<file path="src/core/ibp_pkg.sv">
// Shared types and constants for the intra block predictor.
// Assumes neighbour samples are 8-bit and arrive from reconstruction storage.
package ibp_pkg;

  // Register offsets on the plain register port
  localparam logic [7:0] IBP_REG_CTRL = 8'h00;
  localparam logic [7:0] IBP_REG_STATUS = 8'h04;
  // Control field positions and reset value
  localparam int IBP_CTRL_INTRA_ONLY = 0;
  localparam int IBP_CTRL_LMODE_LSB = 1;
  localparam int IBP_CTRL_CMODE_LSB = 3;
  localparam logic [4:0] IBP_CTRL_RESET = 5'h04;
  // Status field positions
  localparam int IBP_ST_BUSY = 0;
  localparam int IBP_ST_AV_TOP = 1;
  localparam int IBP_ST_AV_LEFT = 2;
  localparam int IBP_ST_AV_CORNER = 3;
  localparam int IBP_ST_MODE_ERR = 4;

  // Block sizes and plane centres
  localparam int IBP_LUMA_N = 16;
  localparam int IBP_CHROMA_N = 8;
  localparam int IBP_LUMA_CTR = 7;
  localparam int IBP_CHROMA_CTR = 3;
  // DC rounding and shifts
  localparam int IBP_LDC_BOTH_RND = 16;
  localparam int IBP_LDC_BOTH_SH = 5;
  localparam int IBP_LDC_ONE_RND = 8;
  localparam int IBP_LDC_ONE_SH = 4;
  localparam int IBP_CDC_BOTH_RND = 8;
  localparam int IBP_CDC_BOTH_SH = 4;
  localparam int IBP_CDC_ONE_RND = 4;
  localparam int IBP_CDC_ONE_SH = 3;
  localparam logic [7:0] IBP_DC_NONE = 8'h80;
  // Plane gradient and output constants
  localparam int IBP_A_MUL = 16;
  localparam int IBP_LB_MUL = 5;
  localparam int IBP_LB_RND = 32;
  localparam int IBP_LB_SH = 6;
  localparam int IBP_CB_MUL = 17;
  localparam int IBP_CB_RND = 16;
  localparam int IBP_CB_SH = 5;
  localparam int IBP_PL_RND = 16;
  localparam int IBP_PL_SH = 5;
  localparam int IBP_SMP_MAX = 255;
  localparam int IBP_BLOCK_SAMPLES = 384;

  typedef enum logic [1:0] {
    IBP_VERT = 2'h0, IBP_HORZ = 2'h1, IBP_DC = 2'h2, IBP_PLANE = 2'h3
  } ibp_mode_t;

  typedef enum logic [3:0] {
    IBP_IDLE = 4'h1, IBP_LUMA = 4'h2, IBP_CB = 4'h4, IBP_CR = 4'h8
  } ibp_fsm_t;

  typedef enum logic [1:0] {
    IBP_C_LUMA = 2'h0, IBP_C_CB = 2'h1, IBP_C_CR = 2'h2
  } ibp_comp_t;

  // Neighbours of one block; chroma uses entries 0..7 only
  typedef struct packed {
    logic [15:0][7:0] top;
    logic [15:0][7:0] left;
    logic [7:0] corner;
  } ibp_nb_t;

  // Where a neighbour side lies, as known to reconstruction control
  typedef struct packed {
    logic in_pic_slice;
    logic intra;
  } ibp_side_t;

  typedef struct packed {
    ibp_side_t top;
    ibp_side_t left;
    ibp_side_t corner;
  } ibp_avail_in_t;

  typedef struct packed {
    logic signed [19:0] a;
    logic signed [19:0] b;
    logic signed [19:0] c;
  } ibp_plane_t;

  // One predicted sample with its position
  typedef struct packed {
    logic valid;
    ibp_comp_t comp;
    logic [3:0] x;
    logic [3:0] y;
    logic [7:0] sample;
  } ibp_pred_t;

  typedef struct packed {
    ibp_fsm_t fsm;
    logic intra_only;
    ibp_mode_t lmode;
    ibp_mode_t cmode;
    ibp_mode_t lmode_eff;
    ibp_mode_t cmode_eff;
    ibp_nb_t [2:0] nb;
    logic av_top;
    logic av_left;
    logic av_corner;
    logic mode_err;
    logic [3:0] x;
    logic [3:0] y;
    ibp_pred_t pred;
    ibp_mode_t pred_mode;
    logic done;
    logic [31:0] rdata;
  } ibp_state_t;

endpackage

</file>
<file path="src/core/ibp_predictor.sv">
// Intra predictor for one 16x16 luma block and two 8x8 chroma blocks.
// Assumes a start pulse with neighbours and side flags valid in that cycle.
`timescale 1ns/100ps

// Contract
// - Outside picture or slice means unavailable
// - Intra-only flag hides non-intra neighbours
// - Luma uses 33 neighbours, corner plane only
// - Luma vertical needs top; copies columns
// - Luma horizontal needs left; copies rows
// - Luma DC both: (sum32+16)>>5
// - Luma DC left only: (sum16+8)>>4
// - Luma DC top only: (sum16+8)>>4
// - DC with no neighbours gives 128
// - Luma plane output clamped, centre seven
// - Luma gradients (5*H+32)>>6 over eight taps
// - One chroma mode, independent of luma
// - Chroma uses 17 neighbours, corner plane only
// - Chroma vertical needs top; copies columns
// - Chroma horizontal needs left; copies rows
// - Chroma DC both: (sum16+8)>>4
// - Chroma DC top only: (sum8+4)>>3
// - Chroma plane centre three, (17*H+16)>>5
// - Chroma H and V over four taps
module ibp_predictor
  import ibp_pkg::*;
(
  input wire logic clk_i,               // System clock, 100 MHz
  input wire logic rst_n_i,             // Synchronous reset, active low
  input wire logic [7:0] addr_i,        // Register byte address
  input wire logic [31:0] wdata_i,      // Register write data
  input wire logic wr_i,                // Register write strobe
  input wire logic rd_i,                // Register read strobe
  output logic [31:0] rdata_o,          // Read data, cycle after rd_i
  input wire logic start_i,             // Begin one macroblock
  input wire ibp_avail_in_t avail_in_i, // Side position and intra flags
  input wire ibp_nb_t luma_nb_i,        // Luma neighbours
  input wire ibp_nb_t cb_nb_i,          // First chroma neighbours
  input wire ibp_nb_t cr_nb_i,          // Second chroma neighbours
  output ibp_pred_t pred_o,             // Predicted sample stream
  output logic busy_o,                  // Block in progress
  output logic done_o                   // Pulse with the last sample
);

  ibp_state_t s;      // Registered state
  ibp_state_t next_s; // Next state
  logic start_go;     // Start accepted this cycle

  // Side is usable when inside the picture and slice, and intra if required
  function automatic logic side_ok(input ibp_side_t sd, input logic intra_only);
    side_ok = sd.in_pic_slice && (!intra_only || sd.intra);
  endfunction

  // Demote a requested mode to DC when its neighbours are missing
  function automatic ibp_mode_t legal_mode(input ibp_mode_t m, input logic at,
                                           input logic al, input logic ac);
    legal_mode = m;
    case (m)
      IBP_VERT: if (!at) legal_mode = IBP_DC;
      IBP_HORZ: if (!al) legal_mode = IBP_DC;
      IBP_PLANE: if (!(at && al && ac)) legal_mode = IBP_DC;
      default: legal_mode = m;
    endcase
  endfunction

  // DC value for one block; sums cover 16 or 8 taps per side
  function automatic logic [7:0] dc_value(input ibp_nb_t n, input logic chroma,
                                          input logic at, input logic al);
    int st;
    int sl;
    int cnt;
    st = 0;
    sl = 0;
    cnt = chroma ? IBP_CHROMA_N : IBP_LUMA_N;
    for (int i = 0; i < IBP_LUMA_N; i++) begin
      if (i < cnt) begin
        st = st + int'(n.top[i]);
        sl = sl + int'(n.left[i]);
      end
    end
    if (at && al) begin
      // Both sides
      dc_value = chroma ? 8'((st + sl + IBP_CDC_BOTH_RND) >> IBP_CDC_BOTH_SH)
                        : 8'((st + sl + IBP_LDC_BOTH_RND) >> IBP_LDC_BOTH_SH);
    end else if (al) begin
      // Left column only
      dc_value = chroma ? 8'((sl + IBP_CDC_ONE_RND) >> IBP_CDC_ONE_SH)
                        : 8'((sl + IBP_LDC_ONE_RND) >> IBP_LDC_ONE_SH);
    end else if (at) begin
      // Top row only
      dc_value = chroma ? 8'((st + IBP_CDC_ONE_RND) >> IBP_CDC_ONE_SH)
                        : 8'((st + IBP_LDC_ONE_RND) >> IBP_LDC_ONE_SH);
    end else begin
      dc_value = IBP_DC_NONE;
    end
  endfunction

  // Plane parameters; the farthest lower tap is the corner sample
  function automatic ibp_plane_t plane_params(input ibp_nb_t n, input logic chroma);
    int ctr;
    int h;
    int v;
    int lo_t;
    int lo_l;
    ibp_plane_t p;
    ctr = chroma ? IBP_CHROMA_CTR : IBP_LUMA_CTR;
    h = 0;
    v = 0;
    for (int k = 1; k <= IBP_CHROMA_N; k++) begin
      if (k <= ctr + 1) begin
        lo_t = (ctr - k < 0) ? int'(n.corner) : int'(n.top[ctr - k]);
        lo_l = (ctr - k < 0) ? int'(n.corner) : int'(n.left[ctr - k]);
        h = h + k * (int'(n.top[ctr + k]) - lo_t);
        v = v + k * (int'(n.left[ctr + k]) - lo_l);
      end
    end
    p.a = 20'(IBP_A_MUL * (int'(n.left[2 * ctr + 1]) + int'(n.top[2 * ctr + 1])));
    if (chroma) begin
      p.b = 20'((IBP_CB_MUL * h + IBP_CB_RND) >>> IBP_CB_SH);
      p.c = 20'((IBP_CB_MUL * v + IBP_CB_RND) >>> IBP_CB_SH);
    end else begin
      p.b = 20'((IBP_LB_MUL * h + IBP_LB_RND) >>> IBP_LB_SH);
      p.c = 20'((IBP_LB_MUL * v + IBP_LB_RND) >>> IBP_LB_SH);
    end
    plane_params = p;
  endfunction

  // Plane sample at (x, y) after the range clamp
  function automatic logic [7:0] plane_sample(input ibp_plane_t p, input logic chroma,
                                              input logic [3:0] x, input logic [3:0] y);
    int ctr;
    int val;
    ctr = chroma ? IBP_CHROMA_CTR : IBP_LUMA_CTR;
    val = int'(p.a) + int'(p.b) * (int'(x) - ctr) + int'(p.c) * (int'(y) - ctr);
    val = (val + IBP_PL_RND) >>> IBP_PL_SH;
    // Sample range clamp keeps results inside the 8-bit sample range
    if (val < 0) begin
      plane_sample = 8'h00;
    end else if (val > IBP_SMP_MAX) begin
      plane_sample = 8'hFF;
    end else begin
      plane_sample = 8'(val);
    end
  endfunction

  // One predicted sample for the given block, mode and position
  function automatic logic [7:0] pred_sample(input ibp_nb_t n, input logic chroma,
                                             input ibp_mode_t m, input logic at,
                                             input logic al, input logic [3:0] x,
                                             input logic [3:0] y);
    case (m)
      IBP_VERT: pred_sample = n.top[x];
      IBP_HORZ: pred_sample = n.left[y];
      IBP_PLANE: pred_sample = plane_sample(plane_params(n, chroma), chroma, x, y);
      default: pred_sample = dc_value(n, chroma, at, al);
    endcase
  endfunction

  assign start_go = (s.fsm == IBP_IDLE) && start_i;

  // Next-state logic: register port, start capture and sample walk
  always_comb begin
    logic chroma;
    logic [3:0] last;
    next_s = s;
    chroma = (s.fsm != IBP_LUMA);
    last = chroma ? 4'(IBP_CHROMA_N - 1) : 4'(IBP_LUMA_N - 1);
    next_s.done = 1'b0;
    next_s.pred.valid = 1'b0;
    next_s.rdata = 32'h0000_0000;
    // Control write steers availability policy and requested modes
    if (wr_i && (addr_i == IBP_REG_CTRL)) begin
      next_s.intra_only = wdata_i[IBP_CTRL_INTRA_ONLY];
      next_s.lmode = ibp_mode_t'(wdata_i[IBP_CTRL_LMODE_LSB +: 2]);
      next_s.cmode = ibp_mode_t'(wdata_i[IBP_CTRL_CMODE_LSB +: 2]);
    end
    // Reads answer one cycle later; unmapped addresses read zero
    if (rd_i) begin
      case (addr_i)
        IBP_REG_CTRL: begin
          next_s.rdata[IBP_CTRL_INTRA_ONLY] = s.intra_only;
          next_s.rdata[IBP_CTRL_LMODE_LSB +: 2] = s.lmode;
          next_s.rdata[IBP_CTRL_CMODE_LSB +: 2] = s.cmode;
        end
        IBP_REG_STATUS: begin
          next_s.rdata[IBP_ST_BUSY] = (s.fsm != IBP_IDLE);
          next_s.rdata[IBP_ST_AV_TOP] = s.av_top;
          next_s.rdata[IBP_ST_AV_LEFT] = s.av_left;
          next_s.rdata[IBP_ST_AV_CORNER] = s.av_corner;
          next_s.rdata[IBP_ST_MODE_ERR] = s.mode_err;
        end
        default: next_s.rdata = 32'h0000_0000;
      endcase
    end
    case (s.fsm)
      IBP_IDLE: begin
        // Capture neighbours so the feeder may move on after start
        if (start_i) begin
          next_s.nb[IBP_C_LUMA] = luma_nb_i;
          next_s.nb[IBP_C_CB] = cb_nb_i;
          next_s.nb[IBP_C_CR] = cr_nb_i;
          next_s.av_top = side_ok(avail_in_i.top, s.intra_only);
          next_s.av_left = side_ok(avail_in_i.left, s.intra_only);
          next_s.av_corner = side_ok(avail_in_i.corner, s.intra_only);
          next_s.lmode_eff = legal_mode(s.lmode, next_s.av_top, next_s.av_left,
                                        next_s.av_corner);
          // One chroma mode for both chroma blocks, separate from luma
          next_s.cmode_eff = legal_mode(s.cmode, next_s.av_top, next_s.av_left,
                                        next_s.av_corner);
          // Record a request the neighbours cannot support
          next_s.mode_err = (next_s.lmode_eff != s.lmode) ||
                            (next_s.cmode_eff != s.cmode);
          next_s.x = 4'h0;
          next_s.y = 4'h0;
          next_s.fsm = IBP_LUMA;
        end
      end
      IBP_LUMA, IBP_CB, IBP_CR: begin
        // Emit one sample per clock, raster order within each block
        next_s.pred.valid = 1'b1;
        next_s.pred.x = s.x;
        next_s.pred.y = s.y;
        next_s.pred_mode = chroma ? s.cmode_eff : s.lmode_eff;
        case (s.fsm)
          IBP_CB: next_s.pred.comp = IBP_C_CB;
          IBP_CR: next_s.pred.comp = IBP_C_CR;
          default: next_s.pred.comp = IBP_C_LUMA;
        endcase
        next_s.pred.sample = pred_sample(s.nb[next_s.pred.comp], chroma,
                                         next_s.pred_mode, s.av_top, s.av_left,
                                         s.x, s.y);
        if (s.x == last) begin
          next_s.x = 4'h0;
          if (s.y == last) begin
            // Block finished: step to the next component
            next_s.y = 4'h0;
            case (s.fsm)
              IBP_LUMA: next_s.fsm = IBP_CB;
              IBP_CB: next_s.fsm = IBP_CR;
              default: begin
                next_s.fsm = IBP_IDLE;
                next_s.done = 1'b1;
              end
            endcase
          end else begin
            next_s.y = s.y + 4'h1;
          end
        end else begin
          next_s.x = s.x + 4'h1;
        end
      end
      default: next_s.fsm = IBP_IDLE;
    endcase
  end

  // State register; reset leaves luma DC and chroma vertical requested and the walk idle
  always_ff @(posedge clk_i) begin
    if (!rst_n_i) begin
      s <= '0;
      s.fsm <= IBP_IDLE;
      s.intra_only <= IBP_CTRL_RESET[IBP_CTRL_INTRA_ONLY];
      s.lmode <= ibp_mode_t'(IBP_CTRL_RESET[IBP_CTRL_LMODE_LSB +: 2]);
      s.cmode <= ibp_mode_t'(IBP_CTRL_RESET[IBP_CTRL_CMODE_LSB +: 2]);
    end else begin
      s <= next_s;
    end
  end

  assign pred_o = s.pred;
  assign rdata_o = s.rdata;
  assign done_o = s.done;
  assign busy_o = (s.fsm != IBP_IDLE);

  // Helper for checks: samples emitted since the last start
  logic [8:0] chk_cnt;
  always_ff @(posedge clk_i) begin
    if (!rst_n_i) begin
      chk_cnt <= 9'h000;
    end else if (start_go) begin
      chk_cnt <= 9'h000;
    end else if (s.pred.valid) begin
      chk_cnt <= chk_cnt + 9'h001;
    end
  end
endmodule // ibp_predictor

</file>
<file path="config.mk">
export PLATFORM = sky130hd
export DESIGN_NAME = ibp_predictor
export DESIGN_NICKNAME = d
export VERILOG_FILES = /design/src/core/ibp_pkg.sv /design/src/core/ibp_predictor.sv
export SDC_FILE = /design/constraint.sdc
export NUM_CORES = 2
export LEC_CHECK = 0
export ABC_CLOCK_PERIOD_IN_PS = 25800
export BUFFER_PORTS_ARGS = -buffer_cell sky130_fd_sc_hd__buf_2
export CORE_UTILIZATION = 45
export CTS_BUF_LIST = sky130_fd_sc_hd__clkbuf_8
export DETAILED_ROUTE_END_ITERATION = 6
export PLACE_DENSITY = 0.7
export SYNTH_ARGS = -nofsm -noshare
export SYNTH_HDL_FRONTEND = slang
export SYNTH_SLANG_ARGS = --single-unit
export TNS_END_PERCENT = 1
</file>
<file path="constraint.sdc">
create_clock -name clk_i -period 25.8 [get_ports clk_i]
set_input_delay 1.29 -clock clk_i [delete_from_list [all_inputs] [get_ports clk_i]]
set_output_delay 1.29 -clock clk_i [all_outputs]
set_load 0.02 [all_outputs]
</file>
==> flow_summary.json <==
{
  "outcome": "completed",
  "r2r_cells": 94,
  "firstDrtPassIters": 6,
  "required_ns": 26.59,
  "r2r-start": "s[869]$_SDFFE_PN0P_",
  "coreArea_um2": 190000,
  "antenna_left": 0,
  "crit_path_start_kind": "flip-flop",
  "rsz0062_at_grt": "no",
  "setup_viol": 0,
  "cp_common_cell": "ha_1",
  "grt_max_degree": 225,
  "fin_crit_ns": 24.08,
  "ctsHoldBuffers": 0,
  "synth_cells": 10000,
  "crit_arrival_ns": 24.87,
  "post-cts-setup-buffers": 0,
  "finClkSkew_ns": 0.0892,
  "pin_count": 896,
  "synth-async-reset-ratio": 0,
  "min_path_cells": 2,
  "io_buffers": 841,
  "fillers": 17900,
  "reg2reg_to": "pred_o[7]$_SDFFE_PN0P_",
  "fin_nets": 13100,
  "die_w_um": 439,
  "yosysSeqAreaShare": 0.196,
  "grt_pass1_vias": 74700,
  "grt.total_usage": 0.307,
  "synth_top_family_by_area": "compound AO/OA/AOI/OAI gates",
  "syn_area_um2": 85900,
  "r2r_slack_ns": 1.72,
  "overflow": 0,
  "synth-xor-area-share": 0.0820,
  "crit_path_end_kind": "flip-flop",
  "slew_headroom": 0.0974,
  "fin_crit_sh": 0.933,
  "ys.flop_type": "dfxtp_1",
  "vias_per_cell": 5.86,
  "synthToLayoutAreaGrowth_pct": 11.3,
  "wl_per_cell_um": 22.9,
  "htree_levels": 4,
  "synth_cell_types": 113,
  "ctsLongestPathBuffers": 3,
  "hold_viol_final": 0,
  "drv_cap": 0,
  "synth_simple_gate_area_frac": 0.100,
  "drive_above_1_share": 0.128,
  "die_y_um": 439,
  "wirelength_um": 306000,
  "drv_slew": 0,
  "drc_errors": 0,
  "worst_path_dominant_cell_family": "adder cells",
  "ctsRootBufferMaster": "clkbuf_8",
  "finalSetupTns_ns": 0,
  "path_class": "reg2reg",
  "post_cts_resize_count": 0,
  "gp_congestion": 1.03,
  "placementRows": 160,
  "muxShareOfSynthArea": 0.0593,
  "cts_tree": "built",
  "ys_ff_latch": 842,
  "synth-adder-area-share": 0.251,
  "min_to": "pred_o[10]$_SDFFE_PN0P_",
  "max_stage_delay_ns": 0.87,
  "dieArea_um2": 193000,
  "clock_sinks": 842,
  "vias": 78200,
  "clock.fmax_ghz": 0.0415,
  "hold_path.class": "reg2reg",
  "initialDrtViolationCount": 7256,
  "tightest_slew_ns": 1.34,
  "ys_warn_count": 0,
  "synth_edf_count": 0,
  "start_util": 0.452,
  "syn_avg_cell_area_um2": 8.59,
  "synth_compound_area_frac": 0.252,
  "place_hpwl_um": 251000,
  "clk_latency_ns": 0.91,
  "antenna_found_initial": 112,
  "grt_pass1_wl_um": 453000,
  "path_buf_inv": 5,
  "critPathMaxFanout": 51,
  "slowest_stage": "a2111oi_0",
  "cts_buffers": 130,
  "worst_hold_startpoint": "pred_o[10]$_SDFFE_PN0P_",
  "path_clk_slew_ns": 0.07
}
cells by family after synthesis:
kind of cell / after synthesis
buffers and inverters: 1308
other: 1
and+or+nand+nor: 1904
xor gates and xnor gates: 772
DFF: 842
muxes: 416
AOI/OAI and AO/OA: 3218
adders and majority gates: 1539
area by class of cell:
class,count,area (um2),share of cell area
timing repair buffer,1020,5710,0.0597
multi-input combinational,7876,64100,0.670
clock inverter,61,400,0.00419
sequential,842,16900,0.176
antenna,73,183,0.00191
tap,2511,3140,0.0329
inverter,803,3020,0.0316
clock buffer,161,2220,0.0232
worst max path at each step:
| stage | cells after the start | from | endpoint | slack, ns |
|---|---|---|---|---|
| floorplan | 109 | s[869]$_SDFFE_PN0P_ | pred_o[7]$_SDFFE_PN0P_ | 3.20 |
| CTS | 94 | s[869]$_SDFFE_PN0P_ | pred_o[7]$_SDFFE_PN0P_ | 2.04 |
| global route | 93 | s[869]$_SDFFE_PN0P_ | pred_o[0]$_SDFFE_PN0P_ | 0.23 |
| finish | 94 | s[869]$_SDFFE_PN0P_ | pred_o[7]$_SDFFE_PN0P_ | 1.72 |
| global placement | 83 | s[870]$_SDFFE_PN0P_ | pred_o[7]$_SDFFE_PN0P_ | 2.54 |
| detailed placement | 98 | s[869]$_SDFFE_PN0P_ | pred_o[7]$_SDFFE_PN0P_ | 2.05 |
metrics by stage:
stage          instance area (um2)  cells  hold WS, ns  setup slack [ns]   util
2_1_floorplan                86000  10000        0.425              3.20      -
6_report                     95600  13300        0.450              1.72  0.503
3_3_place_gp                 92800  13100        0.445              2.54  0.489
3_5_place_dp                 92800  13100        0.444              2.05  0.489
4_1_cts                      95400  13300        0.453              2.04  0.502
5_1_grt                      95600  13300        0.469             0.232  0.503
synthesized netlist by cell type, drive strengths merged (34+ instances only):
library cell | number | share of area
ha | 1231 | 0.18
nand2 | 923 | 0.040
dfxtp | 842 | 0.20
inv | 802 | 0.035
a22o | 794 | 0.081
a21oi | 746 | 0.043
o21ai | 744 | 0.044
xnor2 | 554 | 0.057
clkbuf | 390 | 0.017
nor2 | 378 | 0.017
mux2i | 333 | 0.039
fa | 306 | 0.071
o21bai | 255 | 0.022
xor2 | 202 | 0.021
a21o | 198 | 0.017
o21a | 122 | 0.011
buf | 115 | 0.0076
nor2b | 108 | 0.0079
nor3 | 105 | 0.0062
nand2b | 88 | 0.0064
nand3 | 80 | 0.0047
mux4 | 72 | 0.019
o31ai | 58 | 0.0052
and2 | 54 | 0.0039
a31oi | 46 | 0.0033
or3 | 36 | 0.0027
a21boi | 34 | 0.0031
flip-flops by register name, summed over array words and instances, names as in the netlist:
signal and cells:
pred_o 19, s 817, done_o 1, rdata_o 5
layout by cell type (no fill, tap or decap), drive strengths merged, types with 21 or more instances in the layout:
master / n
conb: 27
mux4: 72
dfxtp: 842
nor3: 105
buf: 1020
or3: 36
a211oi: 32
nand2b: 88
nand3: 80
o21a: 122
and3: 22
o21ai: 744
or2: 26
nor4: 21
o21bai: 255
clkbuf: 161
a22o: 794
a21o: 198
nand2: 923
xnor2: 554
xor2: 202
fa: 306
o31ai: 58
nor2: 378
diode: 73
inv: 849
a21boi: 34
a21oi: 746
nor2b: 108
ha: 1231
o211ai: 22
mux2i: 333
and2: 54
a31oi: 46
worst reg2reg max path: cells and delay by family (launching register included):
family / cells / cell delay [ns]
AO/OA/AOI/OAI: 34 / 8.21
AND/OR/NAND/NOR: 20 / 3.57
XOR/XNOR: 12 / 2.36
buffers and inverters: 5 / 0.67
flip-flops: 1 / 0.63
multiplexers: 1 / 0.29
adder cells (fa/ha/maj): 22 / 8.35
layer usage:
layer / share of wire / global-route usage / vias up
li1: - / - / 37100
met1: 0.42 / 0.396 / 37400
met2: 0.45 / 0.487 / 3001
met3: 0.082 / 0.0579 / 602
met4: 0.054 / 0.157 / 56
met5: 0.0011 / 0 / -
Power is not shown: default switching activity piles up to over one toggle a cycle in this logic, so the estimate is an artifact.
